## config.mk

```make
export PLATFORM = sky130hd
export DESIGN_NAME = pmsc_system_control
export DESIGN_NICKNAME = d
export VERILOG_FILES = /design/src/include/pmsc_pkg.sv /design/src/include/pmsc_pin_if.sv /design/src/pmsc_pin_filter.sv /design/src/pmsc_system_control.sv
export VERILOG_INCLUDE_DIRS = /design/src /design/src/include
export SDC_FILE = /design/constraint.sdc
export NUM_CORES = 1
export LEC_CHECK = 0
export BUFFER_PORTS_ARGS = -buffer_cell sky130_fd_sc_hd__buf_4
export CAP_MARGIN = 20
export CORE_ASPECT_RATIO = 0.5
export CORE_UTILIZATION = 35
export DETAILED_ROUTE_END_ITERATION = 6
export SYNTH_ARGS = -nofsm -noshare
export SYNTH_HDL_FRONTEND = slang
export SYNTH_SLANG_ARGS = --single-unit
```

## constraint.sdc

```tcl
create_clock -name ref_clk -period 7 [get_ports ref_clk]
set_clock_uncertainty 0.15 [all_clocks]
set_input_delay 1.4 -clock ref_clk [delete_from_list [all_inputs] [get_ports ref_clk]]
set_output_delay 1.4 -clock ref_clk [all_outputs]
set_load 0.02 [all_outputs]
```

## src/include/pmsc_consts.svh

```systemverilog
// constants of the system control block: offsets, fields, resets, timing
`ifndef PMSC_CONSTS_SVH
`define PMSC_CONSTS_SVH
`define PMSC_CLK_MHZ 125
`define PMSC_WARN_US 900
`define PMSC_USBRST_US 100
`define PMSC_DEBOUNCE_US 30000
`define PMSC_TASK_CYC 64
`define PMSC_DIE_HOT_C 8'h6E
`define PMSC_NUM_PAGES 5
`define PMSC_OFF_CTRL 8'h00
`define PMSC_OFF_STATUS 8'h04
`define PMSC_OFF_BATTHR 8'h08
`define PMSC_OFF_GPIO 8'h0C
`define PMSC_OFF_PAGE 8'h10
`define PMSC_OFF_PDATA 8'h14
`define PMSC_OFF_COIN 8'h18
`define PMSC_CTRL_SOFTRST 0
`define PMSC_CTRL_ALT 1
`define PMSC_CTRL_USBRST 2
`define PMSC_CTRL_SDON 3
`define PMSC_CTRL_OFFREQ 4
`define PMSC_ST_UV 3
`define PMSC_ST_TRIP 4
`define PMSC_ST_HOT 5
`define PMSC_ST_UIBTN 6
`define PMSC_ST_PWRBTN 7
`define PMSC_ST_UIEDGE 8
`define PMSC_BATTHR_RST 10'h200
`define PMSC_COIN_RST 8'h00
`define PMSC_FAST_INIT 9'h001
`define PMSC_SLOW_INIT 2'h3
`endif

```

## src/include/pmsc_pkg.sv

```systemverilog
// types of the system control block
package pmsc_pkg;
   typedef enum logic [2:0] {
      ST_RESET = 3'h0,
      ST_OTP = 3'h1,
      ST_EEPROM = 3'h3,
      ST_SUPPLY_INVALID = 3'h2,
      ST_POWER_DOWN = 3'h6,
      ST_ACTIVE = 3'h7,
      ST_TASK_OFF = 3'h5,
      ST_WARN = 3'h4
   } pmsc_state_type;
endpackage

```

## src/include/pmsc_pin_if.sv

```systemverilog
// pin bundle between the input filter and its user
`timescale 1ns/10ps
interface pmsc_pin_if #(parameter int W = 1);
   logic [W-1:0] raw;
   logic [W-1:0] level;
   logic [W-1:0] rise;
   logic [W-1:0] fall;
   modport filter(input raw, output level, rise, fall);
   modport user(output raw, input level, rise, fall);
endinterface

```

## src/pmsc_pin_filter.sv

```systemverilog
// three-stage synchroniser with optional debounce and edge pulses
`timescale 1ns/10ps
module pmsc_pin_filter #(
   parameter int W = 1,
   parameter int DEB_CYC = 0,
   parameter logic [W-1:0] INIT = '0
) (
   input wire logic ref_clk,
   input wire logic reset,
   pmsc_pin_if.filter pins
);
   localparam int CW = (DEB_CYC > 1) ? $clog2(DEB_CYC + 1) : 1;
   typedef struct packed {
      logic [W-1:0] s1;
      logic [W-1:0] s2;
      logic [W-1:0] s3;
      logic [W-1:0] level;
      logic [W-1:0] rise;
      logic [W-1:0] fall;
      logic [W-1:0][CW-1:0] cnt;
   } pmsc_filt_state_type;
   pmsc_filt_state_type st;
   pmsc_filt_state_type next_st;
   logic [W-1:0] unsettled;

   assign unsettled = st.s2 ^ st.s3;

   // s1 feeds s2 only; decisions look at s2 and s3
   always_comb begin
      next_st = st;
      next_st.s1 = pins.raw;
      next_st.s2 = st.s1;
      next_st.s3 = st.s2;
      next_st.rise = '0;
      next_st.fall = '0;
      for (int i = 0; i < W; i++) begin
         if (st.s2[i] == st.s3[i] && st.s3[i] != st.level[i]) begin
            if (int'(st.cnt[i]) >= DEB_CYC) begin
               next_st.level[i] = st.s3[i];
               next_st.rise[i] = st.s3[i];
               next_st.fall[i] = ~st.s3[i];
               next_st.cnt[i] = '0;
            end else begin
               next_st.cnt[i] = st.cnt[i] + CW'(1);
            end
         end else begin
            // any bounce restarts the quiet-time count
            next_st.cnt[i] = '0;
         end
      end
   end

   always_ff @(posedge ref_clk or posedge reset) begin
      if (reset) begin
         st <= '{s1: INIT, s2: INIT, s3: INIT, level: INIT, rise: '0, fall: '0, cnt: '0};
      end else begin
         st <= next_st;
      end
   end

   assign pins.level = st.level;
   assign pins.rise = st.rise;
   assign pins.fall = st.fall;
endmodule

```

## src/pmsc_system_control.sv

```systemverilog
// system control and power state logic of the power management device
`timescale 1ns/10ps
`include "pmsc_consts.svh"
module pmsc_system_control #(
   parameter int WARN_CYC = `PMSC_WARN_US * `PMSC_CLK_MHZ,
   parameter int USBRST_CYC = `PMSC_USBRST_US * `PMSC_CLK_MHZ,
   parameter int DEBOUNCE_CYC = `PMSC_DEBOUNCE_US * `PMSC_CLK_MHZ,
   parameter int TASK_CYC = `PMSC_TASK_CYC
) (
   input wire logic ref_clk,
   input wire logic reset,
   input wire logic coin_reset,
   input wire logic [7:0] avs_address,
   input wire logic avs_read,
   input wire logic avs_write,
   input wire logic [31:0] avs_writedata,
   output logic [31:0] avs_readdata,
   output logic avs_waitrequest,
   input wire logic host_thermal_trip_n,
   input wire logic host_platform_reset_n,
   input wire logic sd_card_low_volt_select,
   input wire logic supply_good,
   input wire logic supply_undervolt,
   input wire logic critical_event,
   input wire logic wake_event,
   input wire logic ui_button_in_n,
   input wire logic power_button_n,
   input wire logic [7:0] die_temp,
   input wire logic battery_temp_alert,
   input wire logic system_temp_alert,
   input wire logic [9:0] battery_voltage,
   input wire logic otp_ready,
   input wire logic [39:0] otp_image,
   input wire logic eeprom_present,
   input wire logic eeprom_ready,
   input wire logic [39:0] eeprom_image,
   input wire logic [1:0] gpio_lv_in,
   output logic [1:0] gpio_lv_out,
   output logic [1:0] gpio_lv_oe,
   output logic battery_id_in,
   input wire logic battery_id_out,
   output logic rails_on,
   output logic resume_reset_n,
   output logic core_power_good,
   output logic processor_hot_alert_n,
   output logic sd_card_power_enable_n,
   output logic sd_supply_1v8,
   output logic shutdown_warning_n,
   output logic usb_phy_reset_n,
   output logic undervoltage_flag
);
   typedef struct packed {
      pmsc_pkg::pmsc_state_type state;
      logic [23:0] timer;
      logic [15:0] usb_tmr;
      logic usb_rst;
      logic to_invalid;
      logic alt;
      logic sd_on;
      logic uv_flag;
      logic trip_flag;
      logic edge_flag;
      logic hot;
      logic sd_1v8;
      logic ee_done;
      logic [9:0] batthr;
      logic [1:0] gpio_out;
      logic [1:0] gpio_oe;
      logic [2:0] page;
      logic [`PMSC_NUM_PAGES-1:0][7:0] pages;
      logic ack;
      logic [31:0] rdata;
   } pmsc_ctl_state_type;

   pmsc_ctl_state_type st;
   pmsc_ctl_state_type next_st;
   logic [7:0] coin_reg;
   logic trip_armed;
   logic trip_evt;
   logic hot_valid;
   logic alert;
   logic pwr_up;
   logic wr_go;
   logic rd_go;
   logic [31:0] rd_mux;

   function automatic logic hit(input logic [7:0] addr, input logic [7:0] off);
      hit = (addr == off);
   endfunction

   pmsc_pin_if #(.W(9)) fast ();
   pmsc_pin_if #(.W(2)) slow ();
   assign fast.raw = {gpio_lv_in, wake_event, critical_event, supply_undervolt,
                      supply_good, sd_card_low_volt_select, host_platform_reset_n,
                      host_thermal_trip_n};
   assign slow.raw = {power_button_n, ui_button_in_n};

   pmsc_pin_filter #(.W(9), .DEB_CYC(0), .INIT(`PMSC_FAST_INIT)) u_fast (
      .ref_clk(ref_clk),
      .reset(reset),
      .pins(fast)
   );
   pmsc_pin_filter #(.W(2), .DEB_CYC(DEBOUNCE_CYC), .INIT(`PMSC_SLOW_INIT)) u_slow (
      .ref_clk(ref_clk),
      .reset(reset),
      .pins(slow)
   );

   assign pwr_up = (st.state == pmsc_pkg::ST_ACTIVE);
   assign rails_on = pwr_up || st.state == pmsc_pkg::ST_TASK_OFF ||
                     st.state == pmsc_pkg::ST_WARN;
   assign resume_reset_n = rails_on;
   assign core_power_good = pwr_up;
   // platform reset level only trusted once the resume reset is released
   assign trip_armed = resume_reset_n && fast.level[1];
   assign trip_evt = pwr_up && trip_armed && fast.fall[0];
   assign hot_valid = resume_reset_n && fast.level[1];
   assign alert = (die_temp > `PMSC_DIE_HOT_C) || battery_temp_alert ||
                  system_temp_alert || (battery_voltage <= st.batthr);
   assign wr_go = avs_write && st.ack;
   assign rd_go = avs_read && !st.ack;

   always_comb begin
      rd_mux = 32'h00000000;
      if (hit(avs_address, `PMSC_OFF_CTRL)) begin
         rd_mux[`PMSC_CTRL_ALT] = st.alt;
         rd_mux[`PMSC_CTRL_SDON] = st.sd_on;
      end else if (hit(avs_address, `PMSC_OFF_STATUS)) begin
         rd_mux[2:0] = st.state;
         rd_mux[`PMSC_ST_UV] = st.uv_flag;
         rd_mux[`PMSC_ST_TRIP] = st.trip_flag;
         rd_mux[`PMSC_ST_HOT] = st.hot;
         rd_mux[`PMSC_ST_UIBTN] = slow.level[0];
         rd_mux[`PMSC_ST_PWRBTN] = slow.level[1];
         rd_mux[`PMSC_ST_UIEDGE] = st.edge_flag;
      end else if (hit(avs_address, `PMSC_OFF_BATTHR)) begin
         rd_mux[9:0] = st.batthr;
      end else if (hit(avs_address, `PMSC_OFF_GPIO)) begin
         rd_mux[3:0] = {st.gpio_oe, st.gpio_out};
         rd_mux[5:4] = fast.level[8:7];
      end else if (hit(avs_address, `PMSC_OFF_PAGE)) begin
         rd_mux[2:0] = st.page;
      end else if (hit(avs_address, `PMSC_OFF_PDATA)) begin
         if (st.page < 3'(`PMSC_NUM_PAGES)) begin
            rd_mux[7:0] = st.pages[st.page];
         end
      end else if (hit(avs_address, `PMSC_OFF_COIN)) begin
         rd_mux[7:0] = coin_reg;
      end
   end

   always_comb begin
      next_st = st;
      next_st.ack = (avs_read || avs_write) && !st.ack;
      if (rd_go) begin
         next_st.rdata = rd_mux;
      end
      if (st.timer != 24'h000000) begin
         next_st.timer = st.timer - 24'h000001;
      end
      // clears come first so a same-cycle event still sets the flag
      if (wr_go && hit(avs_address, `PMSC_OFF_STATUS)) begin
         if (avs_writedata[`PMSC_ST_UV]) next_st.uv_flag = 1'b0;
         if (avs_writedata[`PMSC_ST_TRIP]) next_st.trip_flag = 1'b0;
         if (avs_writedata[`PMSC_ST_UIEDGE]) next_st.edge_flag = 1'b0;
      end
      if (wr_go && hit(avs_address, `PMSC_OFF_CTRL)) begin
         next_st.alt = avs_writedata[`PMSC_CTRL_ALT];
         next_st.sd_on = avs_writedata[`PMSC_CTRL_SDON];
      end
      if (wr_go && hit(avs_address, `PMSC_OFF_BATTHR)) next_st.batthr = avs_writedata[9:0];
      if (wr_go && hit(avs_address, `PMSC_OFF_GPIO)) begin
         next_st.gpio_out = avs_writedata[1:0];
         next_st.gpio_oe = avs_writedata[3:2];
      end
      if (wr_go && hit(avs_address, `PMSC_OFF_PAGE)) next_st.page = avs_writedata[2:0];
      // page 0 is left writable; guarding it is up to host software
      if (wr_go && hit(avs_address, `PMSC_OFF_PDATA) &&
          st.page < 3'(`PMSC_NUM_PAGES)) begin
         next_st.pages[st.page] = avs_writedata[7:0];
      end
      if (slow.rise[0] || slow.fall[0]) next_st.edge_flag = 1'b1;
      if (fast.rise[4]) next_st.uv_flag = 1'b1;
      next_st.hot = hot_valid && alert;
      if (resume_reset_n && core_power_good) begin
         next_st.sd_1v8 = fast.level[2];
      end
      // usb reset held a full pulse after its cause ends
      if (!pwr_up || (wr_go && hit(avs_address, `PMSC_OFF_CTRL) &&
          avs_writedata[`PMSC_CTRL_USBRST])) begin
         next_st.usb_tmr = 16'(USBRST_CYC - 1);
      end else if (st.usb_tmr != 16'h0000) begin
         next_st.usb_tmr = st.usb_tmr - 16'h0001;
      end
      next_st.usb_rst = !pwr_up || (st.usb_tmr != 16'h0000) ||
                        (wr_go && hit(avs_address, `PMSC_OFF_CTRL) &&
                         avs_writedata[`PMSC_CTRL_USBRST]);
      case (st.state)
         pmsc_pkg::ST_RESET: begin
            next_st.state = pmsc_pkg::ST_OTP;
         end
         pmsc_pkg::ST_OTP: begin
            if (otp_ready) begin
               next_st.pages = otp_image;
               next_st.state = pmsc_pkg::ST_EEPROM;
            end
         end
         pmsc_pkg::ST_EEPROM: begin
            if (st.ee_done || !eeprom_present) begin
               next_st.state = pmsc_pkg::ST_SUPPLY_INVALID;
            end else if (eeprom_ready) begin
               next_st.pages = eeprom_image;
               next_st.ee_done = 1'b1;
               next_st.state = pmsc_pkg::ST_SUPPLY_INVALID;
            end
         end
         pmsc_pkg::ST_SUPPLY_INVALID: begin
            if (fast.level[3] && !fast.level[4]) begin
               next_st.state = pmsc_pkg::ST_POWER_DOWN;
            end
         end
         pmsc_pkg::ST_POWER_DOWN: begin
            if (fast.level[4] || !fast.level[3]) begin
               next_st.state = pmsc_pkg::ST_SUPPLY_INVALID;
            end else if (fast.level[6]) begin
               next_st.state = pmsc_pkg::ST_ACTIVE;
            end
         end
         pmsc_pkg::ST_ACTIVE: begin
            if (trip_evt) begin
               next_st.trip_flag = 1'b1;
               next_st.state = pmsc_pkg::ST_POWER_DOWN;
            end else if (fast.level[4]) begin
               next_st.to_invalid = 1'b1;
               next_st.timer = 24'(TASK_CYC - 1);
               next_st.state = pmsc_pkg::ST_TASK_OFF;
            end else if (fast.level[5]) begin
               next_st.timer = 24'(WARN_CYC - 1);
               next_st.state = pmsc_pkg::ST_WARN;
            end else if (slow.fall[1] || (wr_go && hit(avs_address, `PMSC_OFF_CTRL) &&
                         avs_writedata[`PMSC_CTRL_OFFREQ])) begin
               next_st.to_invalid = 1'b0;
               next_st.timer = 24'(TASK_CYC - 1);
               next_st.state = pmsc_pkg::ST_TASK_OFF;
            end
         end
         pmsc_pkg::ST_TASK_OFF: begin
            if (st.timer == 24'h000000) begin
               next_st.state = st.to_invalid ? pmsc_pkg::ST_SUPPLY_INVALID
                                        : pmsc_pkg::ST_POWER_DOWN;
            end
         end
         pmsc_pkg::ST_WARN: begin
            if (st.timer == 24'h000000) begin
               next_st.state = pmsc_pkg::ST_POWER_DOWN;
            end
         end
         default: begin
            next_st.state = pmsc_pkg::ST_RESET;
         end
      endcase
      if (wr_go && hit(avs_address, `PMSC_OFF_CTRL) &&
          avs_writedata[`PMSC_CTRL_SOFTRST]) begin
         next_st.state = pmsc_pkg::ST_RESET;
      end
   end

   // core reset is the supply-derived power-on reset
   always_ff @(posedge ref_clk or posedge reset) begin
      if (reset) begin
         st <= '0;
         st.state <= pmsc_pkg::ST_RESET;
         st.usb_rst <= 1'b1;
         st.batthr <= `PMSC_BATTHR_RST;
      end else begin
         st <= next_st;
      end
   end

   // kept apart from the core reset so the value outlives supply loss
   always_ff @(posedge ref_clk or posedge coin_reset) begin
      if (coin_reset) begin
         coin_reg <= `PMSC_COIN_RST;
      end else if (wr_go && hit(avs_address, `PMSC_OFF_COIN)) begin
         coin_reg <= avs_writedata[7:0];
      end
   end

   assign avs_waitrequest = (avs_read || avs_write) && !st.ack;
   assign avs_readdata = st.rdata;
   assign processor_hot_alert_n = !st.hot;
   assign sd_card_power_enable_n = !(st.sd_on && resume_reset_n && core_power_good);
   assign sd_supply_1v8 = st.sd_1v8;
   assign shutdown_warning_n = !(st.state == pmsc_pkg::ST_TASK_OFF ||
                                 st.state == pmsc_pkg::ST_WARN);
   assign usb_phy_reset_n = !st.usb_rst;
   assign undervoltage_flag = st.uv_flag;
   // alternate use: pin 0 listens to the host, pin 1 talks back
   assign gpio_lv_oe = st.alt ? 2'h2 : st.gpio_oe;
   assign gpio_lv_out = st.alt ? {battery_id_out, 1'b0} : st.gpio_out;
   assign battery_id_in = st.alt && fast.level[7];
endmodule

```

Word-level counts from Yosys, hierarchy flattened
Index checks and enable logic that the tools add are counted.
{ "word_totals": {"reg_bits": 226, "out_inout_bits": 47, "input_bits": 160} }
{ "op_classes": {"bitwise": 5, "n_reduce_logical": 76, "add_sub_neg": 4, "order_cmp": 7, "eq_ne": 43, "muxes": 75} }
{ "op_table": {"columns": ["operator", "n"], "rows": [
  ["40-bit 2-to-1 mux", 4],
  ["22-bit 2-to-1 mux", 4],
  ["27-bit 2-to-1 mux", 3],
  ["40-bit one-hot mux with 2 select lines", 1],
  ["24-bit 2-to-1 mux", 3],
  ["8-bit 2-to-1 mux", 6],
  ["22-bit by 1-bit adder with 22-bit output, second input constant", 2],
  ["22-bit greater-or-equal comparator, second input constant", 2],
  ["40-bit bitwise mux", 1],
  ["3-bit 2-to-1 mux", 13],
  ["1-bit logical AND", 35],
  ["16-bit 2-to-1 mux", 2],
  ["1-bit 2-to-1 mux", 27],
  ["8-bit binary-select mux with 3-bit select", 1],
  ["8-bit demux with 3-bit select", 1],
  ["8-bit by 5-bit == test with 1-bit output, second input constant", 3],
  ["24-bit zero test", 1],
  ["3-bit one-hot mux with 8 select lines", 1],
  ["24-bit nonzero test", 1],
  ["24-bit by 1-bit subtractor with 24-bit output, second input constant", 1],
  ["8-bit by 4-bit == test with 1-bit output, second input constant", 2],
  ["16-bit nonzero test", 1],
  ["16-bit by 1-bit subtractor with 16-bit output, second input constant", 1],
  ["1-bit logical OR", 14],
  ["29 further kinds", 80]
]} }

Depth between registers and ports, before layout
Gate-level depths: netlist (run 1).
{ "logic_depth": {"word_depth": 10, "mapped_depth": 9} }

By module
A second synthesis (run 1) with hierarchy kept.
{ "hier_totals": {"cells_unflattened": 1299, "area_unflattened_um2": 12806.0} }
{ "modules_own_cells": {"columns": ["mod", "cells_each", "n_inst", "area_per_inst_um2", "seq_area_each_um2"], "rows": [
  ["pmsc_system_control", 911, 1, 8271.7, 3230.6],
  ["pmsc_pin_filter (u_slow)", 279, 1, 2712.6, 1411.4],
  ["pmsc_pin_filter (u_fast)", 109, 1, 1821.7, 1356.3]
]} }

Worst setup path before layout (run 1)
OpenSTA, ideal clock, no wires.
{ "synth_path": {"kind": "input to output", "start": "in avs_write", "end": "out avs_waitrequest", "t_required_ns": 5.450, "setup_slack_ns": 3.720, "cell_stages": 2, "path_buffers": 0, "t_arrival_ns": 1.730, "path_cell_list": "nor2_1 > nor2_1"} }
{ "synth_between": {"elab_chain_len": 2} }
{ "synth_rtl": {"columns": ["item", "line", "rtl"], "rows": [
  ["start: declaration", "pmsc_system_control.sv:15", "input wire logic avs_write,"],
  ["1-bit logical OR", "pmsc_system_control.sv:289", "assign avs_waitrequest = (avs_read || avs_write) && !st.ack;"],
  ["1-bit logical AND", "pmsc_system_control.sv:289", null],
  ["end: declaration", "pmsc_system_control.sv:18", "output logic avs_waitrequest,"]
]} }
No other way between the ends.

==> flow_metrics.py, run 1 <==
metrics = {
    "cells_and_area": {
        "layout.nets": 1384,
        "final_core_util_pct": 43.4,
        "syn_to_final_growth_pct": 20.7,
        "num-fill-cells": 2934,
        "finish.instance_area_um2": 13300,
        "regMostFlops": "st",
        "post_route_cells_drive_above_1_share_pct": 23.0,
        "largest_reg_flops": 109,
        "diodes": 0,
    },
    "synth": {
        "netlist_top_cells_count": "dfrtp_1, nor2_1, nand2_1",
        "yosysWarnings": 0,
        "synth.area.top_cells": "dfrtp_1, mux2i_1, o21ai_0, nor2_1, dfstp_2",
        "synth_edf_count": 0,
        "netlist_area_um2": 11000,
        "synthArstFlopShare_pct": 100,
        "yosys.area.top_type": "dfrtp_1",
        "yosysSeqAreaShare_pct": 50.6,
        "synth_most_common_cell": "dfrtp_1",
        "syn_area_per_cell_um2": 10.3,
        "synth_top_area_share_pct": 47.2,
        "synth.distinct_cells": 76,
        "yosys_most_used_dff": "dfrtp_1",
        "synthCells": 1068,
        "synth_seq_cells": 222,
    },
    "detailed_routing": {
        "dr_total_vias": 8423,
        "wl_per_cell_um": 17.1,
        "route.detailed.drc": 0,
        "dr.pass1.iters": 5,
        "avgViaCountPerCell": 5.12,
        "first_iter_violations": 527,
        "drtAntennaViolNets": 0,
        "wl_mm": 28.1,
    },
    "power": {
        "power.density_cell_area_nw_per_um2": 275,
        "total_leakage_power_nw": 5.83,
        "switchingPower_w": 0.00107,
        "pwr-share-comb_pct": 20.0,
        "clkPwrFrac_pct": 35.3,
        "power.share.switching_pct": 29.2,
        "total_power_w": 0.00366,
        "vdd_drop_max_v": 0.000183,
        "pwr-share-seq_pct": 44.7,
        "p_int_w": 0.00259,
    },
    "grt": {
        "antenna_found_initial": 0,
        "track_usage_pct": 17.3,
        "grt_pass1_wl_mm": 44.3,
        "grt_overflow": 0,
        "grt_pass1_vias": 8298,
        "grt_max_degree": 189,
    },
    "worst_setup_path": {
        "path_common_cell": "nand3_1",
        "critical_path_class": "in -> reg",
        "path_max_fanout": 8,
        "start_kind": "primary input",
        "cp_data_arrival_time_ns": 3.78,
        "max_stage_delay_ns": 0.83,
        "crit_path_cell_trace": "buf_4 -> nor4b_1 -> nand3_1 -> nor2_1 -> nand3_1 -> mux2i_1 -> o21ai_0",
        "critPathSlowestCell": "nor4b_1",
        "worstSetupEndpointType": "flip-flop",
        "worstPathRequired_ns": 7.23,
    },
    "timing": {
        "fmax_ghz": 0.282,
        "relSlewSlack_pct": 30.2,
        "finalSetupViolations": 0,
        "finalCritPeriodShare_pct": 50.7,
        "layout_setup_ws_ns": 3.45,
        "min_period_ns": 3.55,
        "setup_tns_ns": 0,
        "drv_slew": 0,
        "rsz0062_at_grt": "no",
        "tightest_slew_ns": 1.05,
        "timing_hold_violations_final": 0,
    },
    "placement": {
        "dp_hpwl_mm": 20.1,
        "numPortBuffers": 162,
        "dpl_cell_area_um2": 12500,
        "globalplace.congestion": 0.858,
        "pre_cts_ws_ns": 3.09,
    },
    "run": {
        "drv_cap": 0,
    },
    "floorplan": {
        "start_util_pct": 36.0,
        "dieArea_um2": 32200,
        "die_w_um": 253,
        "die-height_um": 127,
        "core_area_um2": 30600,
        "rows": 45,
        "io_pins": 207,
    },
    "clock_network": {
        "cts.sinks": 222,
        "cts_buffer_depth": 3,
        "clk_pin_slew_worst_paths_ns": 0.06,
        "cts_root_buffer": "clkbuf_16",
        "clock_latency_ns": 0.51,
        "hold_buffers": 0,
        "h-tree-depth": 1,
        "tritoncts": "built",
        "postCtsResizedCells": 0,
        "post_cts_buffers": 0,
        "cts_buffers": 22,
    },
    "status": {
        "status": "finished, final reports clean",
    },
    "worst_hold_path": {
        "min_path_type": "reg -> reg",
    },
}
[worst paths after layout]
path | startpoint | to | slack (ns) | cells after the start
worst min-delay path | u_slow.next_st[52]$_DFF_PP1_ | u_slow.next_st[50]$_DFF_PP1_ | 0.20 | 0
worst min register to register | u_slow.next_st[52]$_DFF_PP1_ | u_slow.next_st[50]$_DFF_PP1_ | 0.20 | 0
worst max-delay path | avs_address[5] | st[49]$_DFF_PP0_ | 3.45 | 7
min in group asynchronous | coin_reset | coin_reg[7]$_DFFE_PP0P_ | 0.69 | 2
max in group asynchronous | reset | u_fast.next_st[52]$_DFF_PP0_ | 4.51 | 3
worst max register to register | st[74]$_DFFE_PP0P_ | st[70]$_DFF_PP0_ | 4.20 | 4
[power by group through the flow]
| stage | clock network (W) | registers, W | logic [W] |
|---|---|---|---|
| 2_1_floorplan | 0 | 0.00159 | 0.000538 |
| 3_3_place_gp | 0 | 0.00164 | 0.000716 |
| 3_5_place_dp | 0 | 0.00165 | 0.000736 |
| 4_1_cts | 0.00132 | 0.00163 | 0.000738 |
| 5_1_grt | 0.00137 | 0.00166 | 0.000815 |
| 6_report | 0.00129 | 0.00164 | 0.000731 |
[metal layers]
metal / global-route usage, % / wire length (um)
met1: 22.5 / 12400
met3: 2.79 / 1030
met4: 4.39 / 618
met5: 0 / 0
met2: 30.2 / 14100
[critical path: cells and delay by family]
family                 cells  cell delay, ns
AND/OR/NAND/NOR            4            1.80
multiplexers               1            0.36
buffers and inverters      1            0.12
AO/OA/AOI/OAI              1            0.10
[kinds of logic (layout without fill, tap and decap cells)]
| family | Yosys count | count (layout) | synth area share [%] |
|---|---|---|---|
| muxes | 80 | 80 | 8.37 |
| AOI/OAI and AO/OA | 214 | 214 | 12.4 |
| DFF | 222 | 222 | 50.6 |
| xor gates and xnor gates | 62 | 62 | 4.93 |
| other | 1 | 22 | 0.0340 |
| buffers and inverters | 104 | 238 | 4.85 |
| and+or+nand+nor | 360 | 360 | 16.3 |
| adders and majority gates | 25 | 25 | 2.66 |
[stage by stage]
step	std cells	hold slack, ns
2_1_floorplan	1089	0.181
3_3_place_gp	1605	0.184
3_5_place_dp	1606	0.189
4_1_cts	1646	0.200
5_1_grt	1646	0.205
6_report	1646	0.198
[final cells by class]
class / instances / area [um2] / share of cell area, %
multi-input cells: 763 / 5020 / 37.7
inverters: 32 / 124 / 0.931
flip-flops and latches: 222 / 5570 / 41.9
repair buffers: 166 / 1260 / 9.49
clock buffers: 29 / 628 / 4.72
well taps: 423 / 529 / 3.98
clock inverters: 11 / 164 / 1.23
[placed cells by master, fill, tap and decap left out, types with 10 or more instances in the layout]
cell type / count
xnor2_1: 36
ha_1: 17
buf_4: 164
nor2_1: 100
xor2_1: 26
a21oi_1: 36
nor2b_1: 12
nand3_1: 32
dfrtp_1: 208
nor4_1: 11
conb_1: 22
nor3_1: 30
mux2i_1: 46
dfstp_2: 14
a22oi_1: 48
clkbuf_16: 23
inv_1: 30
nand2_1: 91
mux2_2: 27
nand4_1: 10
o21ai_0: 80
Note: power is estimated with default switching activity, not from simulation.
==> inputs of run 2 (changes only) <==
Settings changed: ABC_AREA set to 1.
Clock period 7 ns to 2.9 ns, I/O delays scaled along.
==> flow_metrics.py, run 2 <==
metrics = {
    "timing": {
        "rsz0062_at_grt": "no",
        "finalCritPeriodShare_pct": 89.2,
        "drv_slew": 0,
        "min_period_ns": 2.59,
        "setup_tns_ns": 0,
        "holdWs_ns": 0.111,
        "tightest_slew_ns": 0.651,
        "fmax_ghz": 0.387,
        "timing_hold_violations_final": 0,
        "relSlewSlack_pct": 56.6,
        "finalSetupViolations": 0,
    },
    "clock_network": {
        "h-tree-depth": 1,
        "cts_buffer_depth": 3,
        "cts_root_buffer": "clkbuf_16",
        "tritoncts": "built",
        "cts.sinks": 222,
        "post_cts_buffers": 0,
        "cts_buffers": 23,
        "clk_pin_slew_worst_paths_ns": 0.07,
        "clock_latency_ns": 0.53,
    },
    "floorplan": {
        "die-height_um": 133,
        "core_area_um2": 33400,
        "die_w_um": 264,
        "io_pins": 207,
        "rows": 47,
        "dieArea_um2": 35100,
        "start_util_pct": 36.0,
    },
    "synth": {
        "synth_seq_cells": 222,
        "synth.distinct_cells": 53,
        "netlist_top_cells_count": "nand2_1, dfrtp_1, inv_1",
        "synth_most_common_cell": "nand2_1",
        "yosys.area.top_type": "dfrtp_1",
        "yosys_most_used_dff": "dfrtp_1",
        "synth_top_family_by_area": "simple AND/OR/NAND/NOR gates",
        "netlist_area_um2": 12000,
        "yosysWarnings": 0,
        "synth_edf_count": 0,
        "yosysSeqAreaShare_pct": 46.4,
        "synth.area.top_cells": "dfrtp_1, nand2_1, inv_1, nor2_1, nand3_1",
        "synthArstFlopShare_pct": 100,
        "synthXorXnorAreaFrac_pct": 3.06,
        "synth_top_area_share_pct": 43.3,
        "synth-compound-area-share_pct": 11.1,
        "synth-simple-area-share_pct": 27.4,
        "synthAdderAreaFrac_pct": 2.35,
        "synth.area.mux_share_pct": 0.0937,
        "synthCells": 1510,
        "syn_area_per_cell_um2": 7.96,
    },
    "detailed_routing": {
        "wl_per_cell_um": 15.6,
        "dr.pass1.iters": 5,
        "drtAntennaViolNets": 0,
        "first_iter_violations": 832,
        "route.detailed.drc": 0,
        "avgViaCountPerCell": 4.89,
        "dr_total_vias": 10472,
        "wl_mm": 33.4,
    },
    "power": {
        "total_power_w": 0.00890,
        "power.density_cell_area_nw_per_um2": 615,
        "vdd_drop_max_v": 0.000350,
        "total_leakage_power_nw": 6.96,
    },
    "cells_and_area": {
        "final_cells": 2143,
        "layout.nets": 1863,
        "largest_reg_flops": 109,
        "num-fill-cells": 3397,
        "mostFrequentLayoutCell": "nand2_1",
        "layout_common_cells": "nand2_1, dfrtp_1, inv_1, nor2_1, buf_4",
        "syn_to_final_growth_pct": 20.4,
        "diodes": 0,
        "regMostFlops": "st",
        "post_route_cells_drive_above_1_share_pct": 17.5,
    },
    "worst_setup_path": {
        "cp_data_arrival_time_ns": 1.86,
        "path_max_fanout": 7,
        "start_kind": "flip-flop",
        "worstSetupEndpointType": "primary output",
        "ff2ff_setup_slack_ns": 0.57,
        "worstPathRequired_ns": 2.17,
        "critical_path_class": "reg -> out",
    },
    "grt": {
        "grt_max_degree": 58,
        "antenna_found_initial": 0,
        "grt_overflow": 0,
        "track_usage_pct": 19.2,
        "grt_pass1_vias": 10199,
        "grt_pass1_wl_mm": 54.0,
    },
    "placement": {
        "placed_cells": 2089,
        "globalplace.congestion": 0.958,
        "dp_hpwl_mm": 25.5,
        "numPortBuffers": 162,
    },
    "worst_hold_path": {
        "min_path_type": "in -> reg",
    },
    "run": {
        "drv_cap": 0,
    },
    "status": {
        "status": "finished, final reports clean",
    },
}
run 2: logic make-up (layout without fill, tap and decap cells):
group / Yosys count / count (layout)
flops: 222 / 222
fa+ha+maj: 24 / 24
buf+inv: 256 / 427
simple gates: 744 / 744
other cells: 1 / 22
xor+xnor: 42 / 42
mux: 1 / 1
compound gates: 220 / 220
run 2: path summary, 6_finish.rpt:
| path | start | cells past startpoint | end |
|---|---|---|---|
| min in group asynchronous | coin_reset | 3 | coin_reg[3]$_DFFE_PP0P_ |
| worst min-delay path | eeprom_image[13] | 3 | st[46]$_DFF_PP0_ |
| worst max-delay path | st[141]$_DFFE_PP0P_ | 4 | sd_card_power_enable_n |
| worst min register to register | u_fast.next_st[46]$_DFF_PP0_ | 0 | u_fast.next_st[37]$_DFF_PP0_ |
| worst max register to register | st[116]$_DFF_PP0_ | 11 | st[139]$_DFF_PP0_ |
| max in group asynchronous | reset | 4 | st[89]$_DFFE_PP1P_ |
run 2: per-layer routing:
layer  part of all wire [%]  global-route usage [%]  wire length [um]
met5                      0                       0                 0
met4                    2.8                    6.01               943
met3                    4.9                    2.81              1630
met2                     45                    30.8             15100
met1                     47                    26.9             15700
run 2: worst max-delay path: stages (launching register included):
cell      delay (ns)
dfrtp_1         0.47
nand3_2         0.18
clkinv_1        0.35
nand2_1         0.17
buf_4           0.16
run 2: cell type report:
cell class,count,area [um2],area share (%)
sequential,222,5570,38.5
multi-input combinational,1053,5380,37.1
timing repair buffer,189,1500,10.4
inverter,197,743,5.13
clock buffer,26,587,4.05
tap,441,552,3.81
clock inverter,15,144,0.994
run 2: power by group:
part	internal (W)	switching, W	total [W]
combinational	0.000817	0.00134	0.00216
clock	0.00159	0.00135	0.00293
sequential	0.00351	0.000302	0.00381
run 2: through the flow:
step	utilization [%]	worst slack, ns	instance area (um2)
floorplan	-	-0.603	12100
global placement	40.8	0.454	13600
detailed placement	40.8	0.398	13600
CTS	43.3	0.279	14500
global route	43.3	0.223	14500
finish	43.3	0.315	14500
run 2: what timing repair did:
| action | in CTS | in global routing |
|---|---|---|
| hold buffers | 13 | 0 |
| resized for setup | 0 | 0 |
| endpoints found under the hold margin | 30 | 0 |
